===== src/design/rfi_consts.svh =====
// Offsets, field positions and reset values of the rail fault interrupt block.
// Assumes a byte address of eight bits on the register port, one word per register.
//
// Overview of operation
// [RQ1] Current-limit event triggers sequencing only when trigger enable is set; interrupt always.
// [RQ2] Current-limit flag clears on write one, has mask and live bit, holds while active.
// [RQ3] Short circuit disables rail, sets short flag, triggers by group; no mask or live.
// [RQ4] Short flag clear is refused while rail enabled, ramped and still below threshold.
// [RQ5] Residual voltage with select set acts like a short; with select clear ignored.
// [RQ6] Residual-caused short flag reads only after residual gone and power-up completed.
// [RQ7] Buck over and under flags: mask, live bit, write-one clear, hold while fault.
// [RQ8] Input supply over and under flags: mask, live, group routing, hold while fault.
// [RQ9] Each monitor over and under flags: mask, live, group routing, hold while fault.
// [RQ10] Monitor residual with select set triggers and sets unmaskable flag; else ignored.
// [RQ11] Fault triggers route through per-source group select and per-group trigger bits.
// [RQ12] Masked events never set a flag; an already set flag stays until cleared.
// [RQ13] All flags combine into one active-low interrupt; flags keep source until cleared.
// [RQ14] Host reads live bit before clearing; a clear is void while the fault shows.
`ifndef RFI_CONSTS_SVH
`define RFI_CONSTS_SVH

`define RFI_ADDR_BUCK_FLAG  8'h00
`define RFI_ADDR_MON_FLAG   8'h04
`define RFI_ADDR_BUCK_MASK  8'h08
`define RFI_ADDR_MON_MASK   8'h0c
`define RFI_ADDR_BUCK_LIVE  8'h10
`define RFI_ADDR_MON_LIVE   8'h14
`define RFI_ADDR_CONFIG     8'h18
`define RFI_ADDR_GROUP      8'h1c
`define RFI_ADDR_RAIL_TRIG  8'h20
`define RFI_ADDR_IRQ_EN     8'h24
`define RFI_ADDR_CLR_BUCK   8'h28
`define RFI_ADDR_CLR_MON    8'h2c

`define RFI_SHORT_FIELD     16'h00f0
`define RFI_RST_MASK        16'h0000
`define RFI_RST_IRQ_EN      24'hffffff

`endif


===== src/design/rfi_pkg.sv =====
// Types shared by the rail fault interrupt block.
// Assumes the constants header is included by the files that need offsets.
`default_nettype none
package rfi_pkg;
  typedef logic [31:0] rfi_word_t;
  typedef logic [1:0]  rfi_group_t;
endpackage
`default_nettype wire


===== src/design/rail_fault_interrupt_logic.sv =====
// Fault interrupt logic for four buck rails, the input supply and two voltage monitors.
// Assumes fault pins are asynchronous comparator outputs and rail state comes from the same clock.
//
// Local design decisions: strobed register access and the register addresses.
`include "rfi_consts.svh"
`default_nettype none
module rail_fault_interrupt_logic (
  // Clock and reset.
  input  wire logic        clk,
  input  wire logic        rst,
  // Register port.
  input  wire logic [7:0]  regAddr,
  input  wire logic [31:0] regWdata,
  input  wire logic        regWrite,
  input  wire logic        regRead,
  output logic      [31:0] regRdata,
  // Buck fault comparator pins.
  input  wire logic [3:0]  buckIlimPin,
  input  wire logic [3:0]  buckShortPin,
  input  wire logic [3:0]  buckResidualPin,
  input  wire logic [3:0]  buckOverPin,
  input  wire logic [3:0]  buckUnderPin,
  // Rail state from the regulator control.
  input  wire logic [3:0]  buckEnabled,
  input  wire logic [3:0]  buckRampDone,
  input  wire logic [3:0]  buckBelowShort,
  input  wire logic        powerUpDone,
  // Input supply and monitor pins.
  input  wire logic        vccaOverPin,
  input  wire logic        vccaUnderPin,
  input  wire logic [1:0]  monOverPin,
  input  wire logic [1:0]  monUnderPin,
  input  wire logic [1:0]  monResidualPin,
  // Results.
  output logic      [3:0]  buckDisable,
  output logic      [3:0]  railTrigger,
  output logic             interrupt_out_n
);

  // Turns a group select into a one-hot group vector.
  function automatic logic [3:0] groupHot(input rfi_pkg::rfi_group_t sel);
    groupHot = 4'h1 << sel;
  endfunction

  logic [27:0] syncMeta;
  logic [27:0] syncLive;
  logic [15:0] buckFlags;
  logic [7:0]  monFlags;
  logic [15:0] buckMask;
  logic [5:0]  monMask;
  logic        currentLimitTriggerEnable;
  logic [3:0]  buckResidualSelect;
  logic [1:0]  monitorResidualSelect;
  logic [7:0]  buckRailGroupSelect;
  logic [1:0]  inputSupplyGroupSelect;
  logic [3:0]  monitorGroupSelect;
  logic [3:0]  groupRailTrigger;
  logic [23:0] irqEnable;
  logic [3:0]  residualHidden;

  // Two flops on every comparator pin before any logic looks at it.
  always_ff @(posedge clk or posedge rst) begin
    if (rst) begin
      syncMeta <= 28'h0;
      syncLive <= 28'h0;
    end else begin
      syncMeta <= {monResidualPin, monUnderPin, monOverPin, vccaUnderPin, vccaOverPin,
                   buckUnderPin, buckOverPin, buckResidualPin, buckShortPin, buckIlimPin};
      syncLive <= syncMeta;
    end
  end

  // Live fault levels after synchronisation.
  wire [3:0] buckCurrentLimitLive = syncLive[3:0];
  wire [3:0] shortLive            = syncLive[7:4];
  wire [3:0] residualLive         = syncLive[11:8];
  wire [3:0] overLive             = syncLive[15:12];
  wire [3:0] underLive            = syncLive[19:16];
  wire [7:0] monLive              = syncLive[27:20];
  wire [15:0] buckLive            = {underLive, overLive, 4'h0, buckCurrentLimitLive};

  // Register port decode.
  wire wrBuckMask = regWrite && (regAddr == `RFI_ADDR_BUCK_MASK);
  wire wrMonMask  = regWrite && (regAddr == `RFI_ADDR_MON_MASK);
  wire wrConfig   = regWrite && (regAddr == `RFI_ADDR_CONFIG);
  wire wrGroup    = regWrite && (regAddr == `RFI_ADDR_GROUP);
  wire wrRailTrig = regWrite && (regAddr == `RFI_ADDR_RAIL_TRIG);
  wire wrIrqEn    = regWrite && (regAddr == `RFI_ADDR_IRQ_EN);
  wire wrClrBuck  = regWrite && (regAddr == `RFI_ADDR_CLR_BUCK);
  wire wrClrMon   = regWrite && (regAddr == `RFI_ADDR_CLR_MON);
  wire [15:0] clrBuck = wrClrBuck ? regWdata[15:0] : 16'h0;
  wire [7:0]  clrMon  = wrClrMon ? regWdata[7:0] : 8'h0;

  // Residual voltage counts as a short only when selected.
  // [RQ5] residual select gating
  wire [3:0] residualSet = residualLive & buckResidualSelect;
  // [RQ4] short clear refusal
  wire [3:0] shortHold   = buckEnabled & buckRampDone & buckBelowShort;

  // Set terms; masked events never reach a flag, shorts have no mask.
  // [RQ3] short sets flag
  // [RQ12] mask blocks set
  wire [15:0] buckSet = {underLive & ~buckMask[15:12], overLive & ~buckMask[11:8],
                         shortLive | residualSet, buckCurrentLimitLive & ~buckMask[3:0]};
  // [RQ10] monitor residual gating
  wire [7:0]  monSet  = {monLive[7:6] & monitorResidualSelect, monLive[5:0] & ~monMask};

  // A clear is refused while the fault persists.
  // [RQ2] current limit hold
  // [RQ7] buck over under hold
  wire [15:0] buckHold = {underLive, overLive, shortHold, buckCurrentLimitLive};
  // [RQ8] supply hold
  // [RQ9] monitor hold
  wire [7:0]  monHold  = {2'b00, monLive[5:0]};

  // Set wins over clear so no event is lost.
  // [RQ13] flags keep source
  wire [15:0] next_buckFlags = buckSet | (buckFlags & ~(clrBuck & ~buckHold));
  wire [7:0]  next_monFlags  = monSet | (monFlags & ~(clrMon & ~monHold));

  // Residual-caused shorts stay hidden until the residual is gone and power-up succeeded.
  // [RQ6] residual read hiding
  wire [3:0] hideRelease = ~residualLive & {4{powerUpDone}};
  // A refused short clear must not expose a hidden flag early.
  wire [3:0] next_residualHidden = residualSet |
                                   (residualHidden & ~hideRelease & ~(clrBuck[7:4] & ~shortHold));

  // Flag and hidden state update.
  always_ff @(posedge clk or posedge rst) begin
    if (rst) begin
      buckFlags      <= 16'h0;
      monFlags       <= 8'h0;
      residualHidden <= 4'h0;
    end else begin
      buckFlags      <= next_buckFlags;
      monFlags       <= next_monFlags;
      residualHidden <= next_residualHidden;
    end
  end

  // Configuration registers written by software.
  always_ff @(posedge clk or posedge rst) begin
    if (rst) begin
      buckMask                  <= `RFI_RST_MASK;
      monMask                   <= 6'h0;
      currentLimitTriggerEnable <= 1'b0;
      buckResidualSelect        <= 4'h0;
      monitorResidualSelect     <= 2'h0;
      buckRailGroupSelect       <= 8'h0;
      inputSupplyGroupSelect    <= 2'h0;
      monitorGroupSelect        <= 4'h0;
      groupRailTrigger          <= 4'h0;
      irqEnable                 <= `RFI_RST_IRQ_EN;
    end else begin
      if (wrBuckMask) buckMask <= regWdata[15:0] & ~`RFI_SHORT_FIELD;
      if (wrMonMask) monMask <= regWdata[5:0];
      if (wrConfig) begin
        currentLimitTriggerEnable <= regWdata[0];
        buckResidualSelect        <= regWdata[7:4];
        monitorResidualSelect     <= regWdata[9:8];
      end
      if (wrGroup) begin
        buckRailGroupSelect    <= regWdata[7:0];
        inputSupplyGroupSelect <= regWdata[9:8];
        monitorGroupSelect     <= regWdata[13:10];
      end
      if (wrRailTrig) groupRailTrigger <= regWdata[3:0];
      if (wrIrqEn) irqEnable <= regWdata[23:0];
    end
  end

  // Per-source trigger levels; current limit only when its trigger enable is set.
  // [RQ1] current limit trigger enable
  wire [3:0] buckTrig = shortLive | residualSet | overLive | underLive |
                        (buckCurrentLimitLive & {4{currentLimitTriggerEnable}});
  wire       vccaTrig = monLive[0] | monLive[1];
  wire [1:0] monTrig  = monLive[3:2] | monLive[5:4] | (monLive[7:6] & monitorResidualSelect);
  wire [6:0] srcTrig  = {monTrig, vccaTrig, buckTrig};
  wire [13:0] srcSel  = {monitorGroupSelect, inputSupplyGroupSelect, buckRailGroupSelect};

  // Each source is routed onto its group.
  wire [3:0] srcRoute [7];
  genvar gi;
  generate
    for (gi = 0; gi < 7; gi++) begin : g_route
      // [RQ11] group routing
      assign srcRoute[gi] = groupHot(srcSel[2*gi +: 2]) & {4{srcTrig[gi]}};
    end
  endgenerate

  // Groups combine and pass only where their trigger bit is set.
  logic [3:0] groupAny;
  always_comb begin
    groupAny = 4'h0;
    for (int k = 0; k < 7; k++) begin
      groupAny = groupAny | srcRoute[k];
    end
  end
  wire [3:0] next_railTrigger = groupAny & groupRailTrigger;

  // Short-circuit flag visible to software, with residual-caused ones hidden.
  wire [15:0] buckRead = {buckFlags[15:8], buckFlags[7:4] & ~residualHidden, buckFlags[3:0]};
  // [RQ13] single interrupt combine
  wire irqAny = |({monFlags, buckFlags} & irqEnable);

  // Read selection; unmapped and write-only offsets read as zero.
  wire [31:0] readMux =
    (regAddr == `RFI_ADDR_BUCK_FLAG) ? {16'h0, buckRead} :
    (regAddr == `RFI_ADDR_MON_FLAG)  ? {24'h0, monFlags} :
    (regAddr == `RFI_ADDR_BUCK_MASK) ? {16'h0, buckMask} :
    (regAddr == `RFI_ADDR_MON_MASK)  ? {26'h0, monMask} :
    (regAddr == `RFI_ADDR_BUCK_LIVE) ? {16'h0, buckLive} :
    (regAddr == `RFI_ADDR_MON_LIVE)  ? {26'h0, monLive[5:0]} :
    (regAddr == `RFI_ADDR_CONFIG)    ? {22'h0, monitorResidualSelect, buckResidualSelect, 3'h0,
                                        currentLimitTriggerEnable} :
    (regAddr == `RFI_ADDR_GROUP)     ? {18'h0, monitorGroupSelect, inputSupplyGroupSelect,
                                        buckRailGroupSelect} :
    (regAddr == `RFI_ADDR_RAIL_TRIG) ? {28'h0, groupRailTrigger} :
    (regAddr == `RFI_ADDR_IRQ_EN)    ? {8'h0, irqEnable} : 32'h0;

  // Output registers: read data, triggers, interrupt pin.
  always_ff @(posedge clk or posedge rst) begin
    if (rst) begin
      regRdata        <= 32'h0;
      railTrigger     <= 4'h0;
      interrupt_out_n <= 1'b1;
    end else begin
      regRdata        <= regRead ? readMux : 32'h0;
      railTrigger     <= next_railTrigger;
      interrupt_out_n <= ~irqAny;
    end
  end

  // A set short flag keeps its rail off.
  // [RQ3] regulator disable
  assign buckDisable = buckFlags[7:4];
endmodule
`default_nettype wire


===== config.mk =====
export PLATFORM = sky130hd
export DESIGN_NAME = rail_fault_interrupt_logic
export DESIGN_NICKNAME = d
export VERILOG_FILES = /design/src/design/rfi_pkg.sv /design/src/design/rail_fault_interrupt_logic.sv
export VERILOG_INCLUDE_DIRS = /design/src /design/src/design
export SDC_FILE = /design/constraint.sdc
export NUM_CORES = 1
export LEC_CHECK = 0
export BUFFER_PORTS_ARGS = -buffer_cell sky130_fd_sc_hd__buf_4
export CAP_MARGIN = 40
export CORE_MARGIN = 1.5
export CORE_UTILIZATION = 40
export DETAILED_ROUTE_END_ITERATION = 16
export GPL_ROUTABILITY_DRIVEN = 0
export PLACE_DENSITY_LB_ADDON = 0.25
export SYNTH_ARGS = -nofsm -noshare
export SYNTH_HDL_FRONTEND = slang
export SYNTH_SLANG_ARGS = --single-unit

===== constraint.sdc =====
create_clock -name clk -period 13.6 [get_ports clk]
set_input_delay 1.36 -clock clk [delete_from_list [all_inputs] [get_ports clk]]
set_output_delay 1.36 -clock clk [all_outputs]
set_load 0.03 [all_outputs]

==> qor.txt, run 1 <==
Outcome - completed
Final core occ - 49.5%
Post-synthesis mux area share - 10.6%
Count leader, synth - dfrtp_1
CP max-delay cell - nor4_2
Max Cap Violations - 0
Die Area - 19700 um^2
Global-route wire length before repair - 32.4 mm
H-tree depth - 4
Crit path DAT - 3.65 ns
Post-CTS repair timing setup buffer count - 0
Skew-Pair Late Insertion Delay - 0.44 ns
Final min period - 3.33 ns
Mean Syn Cell Area - 12.1 um^2
Flops & latches, synth - 180
Most used cell, CP - nand2_2
Largest family of logic cells by synthesized area - compound AO/OA/AOI/OAI gates
Leakage - 4.18 nW
Post-synthesis sequential area ratio - 60.2%
Startpoint Class - primary input
Die H - 140 um
Wirelength per Cell - 21.1 um
Post-Place Worst Slack - 9.90 ns
TritonCTS clock tree - done
Worst path max stage delay - 0.72 ns
Antenna violations before repair - 0
Clock Skew - 0.00806 ns
PD cells - 126 nW/um^2
Adder-cell share of the synthesized area - 0%
Chip width - 140 um
HP Class - flop to flop
Type of destination of the critical path - flop
Top-level I/O count - 126
Starting Density - 40.6%
DRC - 0
Max-Slew Margin vs Limit - 45.0%
Compound-Gate Fraction of Synth Area - 15.6%
Tcrit/Tclk final - 24.5%
RSZ-0062 raised after global routing - no
Synth top area share - 51.5%
Final worst setup slack - 10.27 ns
Number of diodes - 0
WP data required - 13.91 ns
Dpl cells - 948
CTS buffer count - 17
Final hold violation count - 0
EDFF count, synth - 0
Maximum vdd ir drop - 0.0931 mV
Clock input transition at the sequential cells of the worst setup and hold paths - 0.07 ns
Dominant cell type by area after synthesis - dfrtp_1
Layout Nets - 818
Vias in the first global route - 5751
Initial detailed-routing violation count - 595
First-pass iteration count of the detailed router - 6
Fillers - 1617
Share of layout cells above drive strength 1 - 28.6%
GRT Total Usage - 21.9%
Synth cell count leaders - 155 x dfrtp_1, 46 x a21oi_1, 43 x mux2_1
Synth warn - 0
CP Max Fanout - 12
Ranking of synthesized cells by area - dfrtp_1 51%, dfstp_2 8.7%, mux2_1 6.4%
PortBufs - 109
Hold WS - 0.348 ns
Cts hold-fix bufs - 0
Hpwl dp - 14.8 mm
Setup TNS - 0 ns
CTS Root Buffer Type - clkbuf_16
Residual overflow from global routing - 0
Antenna-violating nets left - 0
TritonCTS Sinks - 180
Worst-path cell chain - buf_4 > nor4_2 > nand2_2 > nor2_4 > nand2_2 > mux2_1
Total Wirelength - 20.6 mm
Primary FF master, synth - dfrtp_1
XOR/XNOR Fraction of Synth Area - 0%
Asr flop ratio synth - 100%
Final Non-Filler Cells - 980
Final Max Slew Viols - 0
Crit Path Category - primary input to flop
Synth cell types - 56
Post-synthesis cell count - 624
Area growth syn-to-layout - 22.0%
Drt via density - 5.81
Largest net degree at the start of global routing - 90
Simple-gate portion of the synthesized area - 9.10%
Rows - 50
Core area - 18600 um^2
Maximum clock insertion buffer count - 2
Max Clk Rate - 300 MHz
Via count - 5689
Mapped Area - 7530 um^2
Final setup violating endpoints - 0
Slew at the pin closest to its max-slew limit - 0.821 ns
CTS resizes - 0
==> final cells by class <==
class | count | area, um^2 | area share, %
Timing Repair Buffer | 116 | 922 | 10.0
Multi-Input combinational cell | 378 | 2690 | 29.3
Clock inverter | 15 | 165 | 1.80
Tap cell | 234 | 293 | 3.19
Inverter | 40 | 155 | 1.69
Sequential cell | 180 | 4540 | 49.4
Clock buffer | 17 | 425 | 4.63
==> flip-flops by register name, summed over array words and instances (netlist names), 6 cells and up <==
| register | count |
|---|---|
| buckFlags | 16 |
| buckMask | 12 |
| buckRailGroupSelect | 8 |
| irqEnable | 24 |
| monFlags | 8 |
| monMask | 6 |
| regRdata | 24 |
| syncLive | 28 |
| syncMeta | 28 |
==> metrics by stage <==
| stage | instance area (um^2) | power (mW) |
|---|---|---|
| 2_1_floorplan | 7560 | 0.632 |
| 3_3_place_gp | 8520 | 0.674 |
| 3_5_place_dp | 8600 | 0.680 |
| 4_1_cts | 9190 | 1.17 |
| 5_1_grt | 9190 | 1.20 |
| 6_report | 9190 | 1.16 |
==> cells in the final DEF, fill, tap and decap left out, types with 19 or more instances in the layout <==
cell	synthesis	layout
a31oi_1	19	19
a21oi_1	46	46
nand2_1	30	30
dfstp_2	25	25
mux2_2	28	28
mux2_1	43	43
buf_4	13	112
a22oi_1	20	20
inv_1	40	39
nand3_1	23	23
nor2_1	21	21
dfrtp_1	155	155
==> routing by layer <==
metal | up-vias | track usage, % | share of wire (%)
li1 | 2485 | - | -
met2 | 290 | 35.1 | 47
met1 | 2858 | 28.5 | 42
met5 | - | 0 | 0
met4 | 0 | 11.0 | 3.7
met3 | 56 | 4.38 | 6.9
==> cells by family (layout without fill, tap and decap cells) <==
| logic type | after synthesis | in the layout |
|---|---|---|
| AO/OA/AOI/OAI | 172 | 172 |
| buffers and inverters | 73 | 188 |
| flip-flops | 180 | 180 |
| multiplexers | 71 | 71 |
| other | 1 | 8 |
| AND/OR/NAND/NOR | 127 | 127 |
==> critical path: cells and delay by family <==
family	cells	cell delay [ns]
mux	1	0.41
simple gates	4	1.74
buf+inv	1	0.13
==> path summary, 6_finish.rpt <==
check                                             startpoint                        to  slack [ns]  cells past startpoint
max reg2reg                buckResidualSelect[1]$_DFFE_PP0P_  railTrigger[1]$_DFF_PP0_       11.55                      5
max                                               regAddr[4]   buckMask[8]$_DFFE_PP0P_       10.27                      6
max in group asynchronous                                rst  irqEnable[6]$_DFFE_PP1P_       11.95                      4
min                                    syncMeta[7]$_DFF_PP0_     syncLive[7]$_DFF_PP0_        0.35                      0
min reg2reg                            syncMeta[7]$_DFF_PP0_     syncLive[7]$_DFF_PP0_        0.35                      0
min in group asynchronous                                rst    syncMeta[10]$_DFF_PP0_        0.87                      2
==> report_power, final <==
group          internal [mW]  total (mW)  switching, mW
Sequential             0.562       0.583         0.0209
Combinational         0.0375      0.0877         0.0502
Clock                  0.261       0.489          0.228
Note: power is estimated with default switching activity, not from simulation.
==> run 2: changes to the inputs <==
Clock period 13.6 ns to 3.1 ns, I/O delays scaled along.
==> run 2 against run 1 <==
  * Flip-flop and latch count unchanged
  * Sequential power rose to 4.4 times the previous value
  * Final cell count increased by 3.3%
  * Register-to-register slack got worse by 10 ns
  * First-iteration DRC count up 9.4%
  * Largest power group unchanged
==> qor.txt, run 2 (synthesis results as in run 1) <==
CTS resizes - 0 (unchanged)
PD cells - 541 nW/um^2 (+330%)
Setup TNS - 0 ns (unchanged)
Residual overflow from global routing - 0 (unchanged)
Final min period - 2.02 ns
Post-CTS repair timing setup buffer count - 0 (unchanged)
Commonest non-fill, non-tap cell in the layout - dfrtp_1
Max Clk Rate - 496 MHz
Layout Nets - 850 (+3.9%)
Total Wirelength - 21.3 mm (+3.3%)
Rows - 50 (unchanged)
Clock input transition at the sequential cells of the worst setup and hold paths - 0.07 ns (about the same)
CP Max Fanout - 6 (-6)
Global-route wire length before repair - 33.8 mm (+4.5%)
Area growth syn-to-layout - 25.7%
Die Area - 19700 um^2 (unchanged)
Final core occ - 51.0% (+1.5 points)
PortBufs - 109 (unchanged)
Comb power frac - 8.0% (+0.4 points)
Clk network pwr share - 42.1% (about the same)
First-pass iteration count of the detailed router - 9 (+3)
Largest regs - syncLive: 28 flops, syncMeta: 28 flops
Largest net degree at the start of global routing - 95 (+5.6%)
Startpoint Class - primary input
Number of diodes - 0 (unchanged)
Final setup violating endpoints - 0 (unchanged)
Tcrit/Tclk final - 65.0%
Share of layout cells above drive strength 1 - 27.6% (-0.92 points)
Initial detailed-routing violation count - 651 (+9.4%)
Maximum vdd ir drop - 0.405 mV (+340%)
Die H - 140 um (unchanged)
Chip width - 140 um (unchanged)
Antenna violations before repair - 0 (unchanged)
Type of destination of the critical path - flop
Final hold violation count - 0 (unchanged)
Core area - 18600 um^2 (unchanged)
Starting Density - 40.6% (unchanged)
Skew-Pair Late Insertion Delay - 0.44 ns (about the same)
Worst-path cell chain - buf_4 > nor4_2 > and3_1 > nand3_1 > mux2_2
Final Max Slew Viols - 0 (unchanged)
Outcome - completed
DRC - 0 (unchanged)
Slew at the pin closest to its max-slew limit - 0.753 ns (-0.0684 ns)
Clock Skew - 0.00632 ns (-0.00174 ns)
HP Class - primary input to flop
TritonCTS clock tree - done
Max Cap Violations - 0 (unchanged)
Commonest non-fill, non-tap cells in the layout - 155 x dfrtp_1, 117 x buf_4, 46 x a21oi_1
Worst r2r src - syncLive[22]$_DFF_PP0_
Hpwl dp - 15.0 mm (+1.9%)
Crit path DAT - 2.34 ns (-1.31 ns)
WP data required - 3.42 ns (-10.49 ns)
H-tree depth - 4 (unchanged)
Switching pwr - 1.33 mW (+340%)
Top-level I/O count - 126 (unchanged)
Maximum clock insertion buffer count - 2 (unchanged)
CTS Root Buffer Type - clkbuf_16
Crit Path Category - primary input to flop
Reg2reg setup slack - 1.12 ns (-10.43 ns)
Drt via density - 5.76 (-0.71%)
Sequential share of power - 49.9% (-0.3 points)
CTS buffer count - 17 (unchanged)
Worst path max stage delay - 0.69 ns (-0.03 ns)
Via count - 5833 (+2.5%)
Internal power - 3.80 mW (+340%)
Wirelength per Cell - 21.1 um (about the same)
Sw Ratio - 25.9% (+0.067 points)
Vias in the first global route - 5895 (+2.5%)
Leakage - 4.30 nW (+3.0%)
CP max-delay cell - nor4_2
Max-Slew Margin vs Limit - 49.4% (+4.3 points)
GRT Total Usage - 22.9% (+0.96 points)
RSZ-0062 raised after global routing - no
TritonCTS Sinks - 180 (unchanged)
Antenna-violating nets left - 0 (unchanged)
Min-delay src - regWdata[17]
Crit path from - regAddr[4]
==> run 2: cell types whose count changed in the layout (fill, tap and decap cells not counted), sizes merged <==
| cell | before | now |
|---|---|---|
| clkbuf | 17 | 18 |
| dlygate4sd3 | 0 | 29 |
| clkinv | 3 | 4 |
| inv | 49 | 47 |
| buf | 116 | 119 |
==> run 2: repair_timing <==
item | in CTS | in global routing
endpoints found under the hold margin | 48 | 0
hold buffers | 29 | 0
endpoints found under the setup margin | 0 | 0
==> run 2: routing by layer <==
layer / global-route usage (%) / vias to the layer above / wire length, um / share of wire, %
li1: - / 2548 / - / -
met1: 29.5 / 2902 / 8670 / 41
met2: 37.2 / 322 / 10200 / 48
met3: 4.58 / 61 / 1690 / 7.9
met4: 10.9 / 0 / 798 / 3.7
met5: 0 / - / 0 / 0
==> run 2: through the flow <==
| stage | setup WS, ns | hold slack (ns) | power (mW) | instances | cell area, um^2 |
|---|---|---|---|---|---|
| after CTS | 1.13 | 0.0793 | 5.16 | 1012 | 9470 |
| after floorplan | 0.502 | 0.331 | 2.77 | 631 | 7560 |
| final | 1.08 | 0.0837 | 5.12 | 1012 | 9470 |
| after global placement | 0.767 | 0.333 | 2.96 | 951 | 8590 |
| after detailed placement | 0.690 | 0.335 | 2.98 | 951 | 8590 |
| after global routing | 1.05 | 0.0781 | 5.33 | 1012 | 9470 |
==> run 2: path summary, 6_finish.rpt <==
kind	endpoint	cells past startpoint
worst max-delay path	monMask[1]$_DFFE_PP0P_	5
worst min-delay path	irqEnable[17]$_DFFE_PP1P_	2
worst max register to register	railTrigger[0]$_DFF_PP0_	5
worst min register to register	syncLive[6]$_DFF_PP0_	0
max in group asynchronous	irqEnable[14]$_DFFE_PP1P_	4
min in group asynchronous	buckFlags[6]$_DFF_PP0_	3
==> run 2: power groups by stage <==
| stage | sequential [mW] | clock, mW | combinational [mW] |
|---|---|---|---|
| after floorplan | 2.57 | 0 | 0.201 |
| after global placement | 2.59 | 0 | 0.370 |
| after detailed placement | 2.60 | 0 | 0.382 |
| after CTS | 2.55 | 2.19 | 0.412 |
| after global routing | 2.57 | 2.31 | 0.449 |
| final | 2.56 | 2.16 | 0.410 |
==> run 2: critical path: cells and delay by family <==
| kind | cells | cell delay (ns) |
|---|---|---|
| buffers and inverters | 1 | 0.13 |
| AND/OR/NAND/NOR | 3 | 1.48 |
| multiplexers | 1 | 0.40 |
==> run 2: layout make-up <==
type	count	area, um^2
Multi-Input combinational cell	378	2690
Fill cell	1599	9110
Clock buffer	18	429
Clock inverter	14	160
Inverter	40	154
Sequential cell	180	4540
Timing Repair Buffer	148	1210
Tap cell	234	293
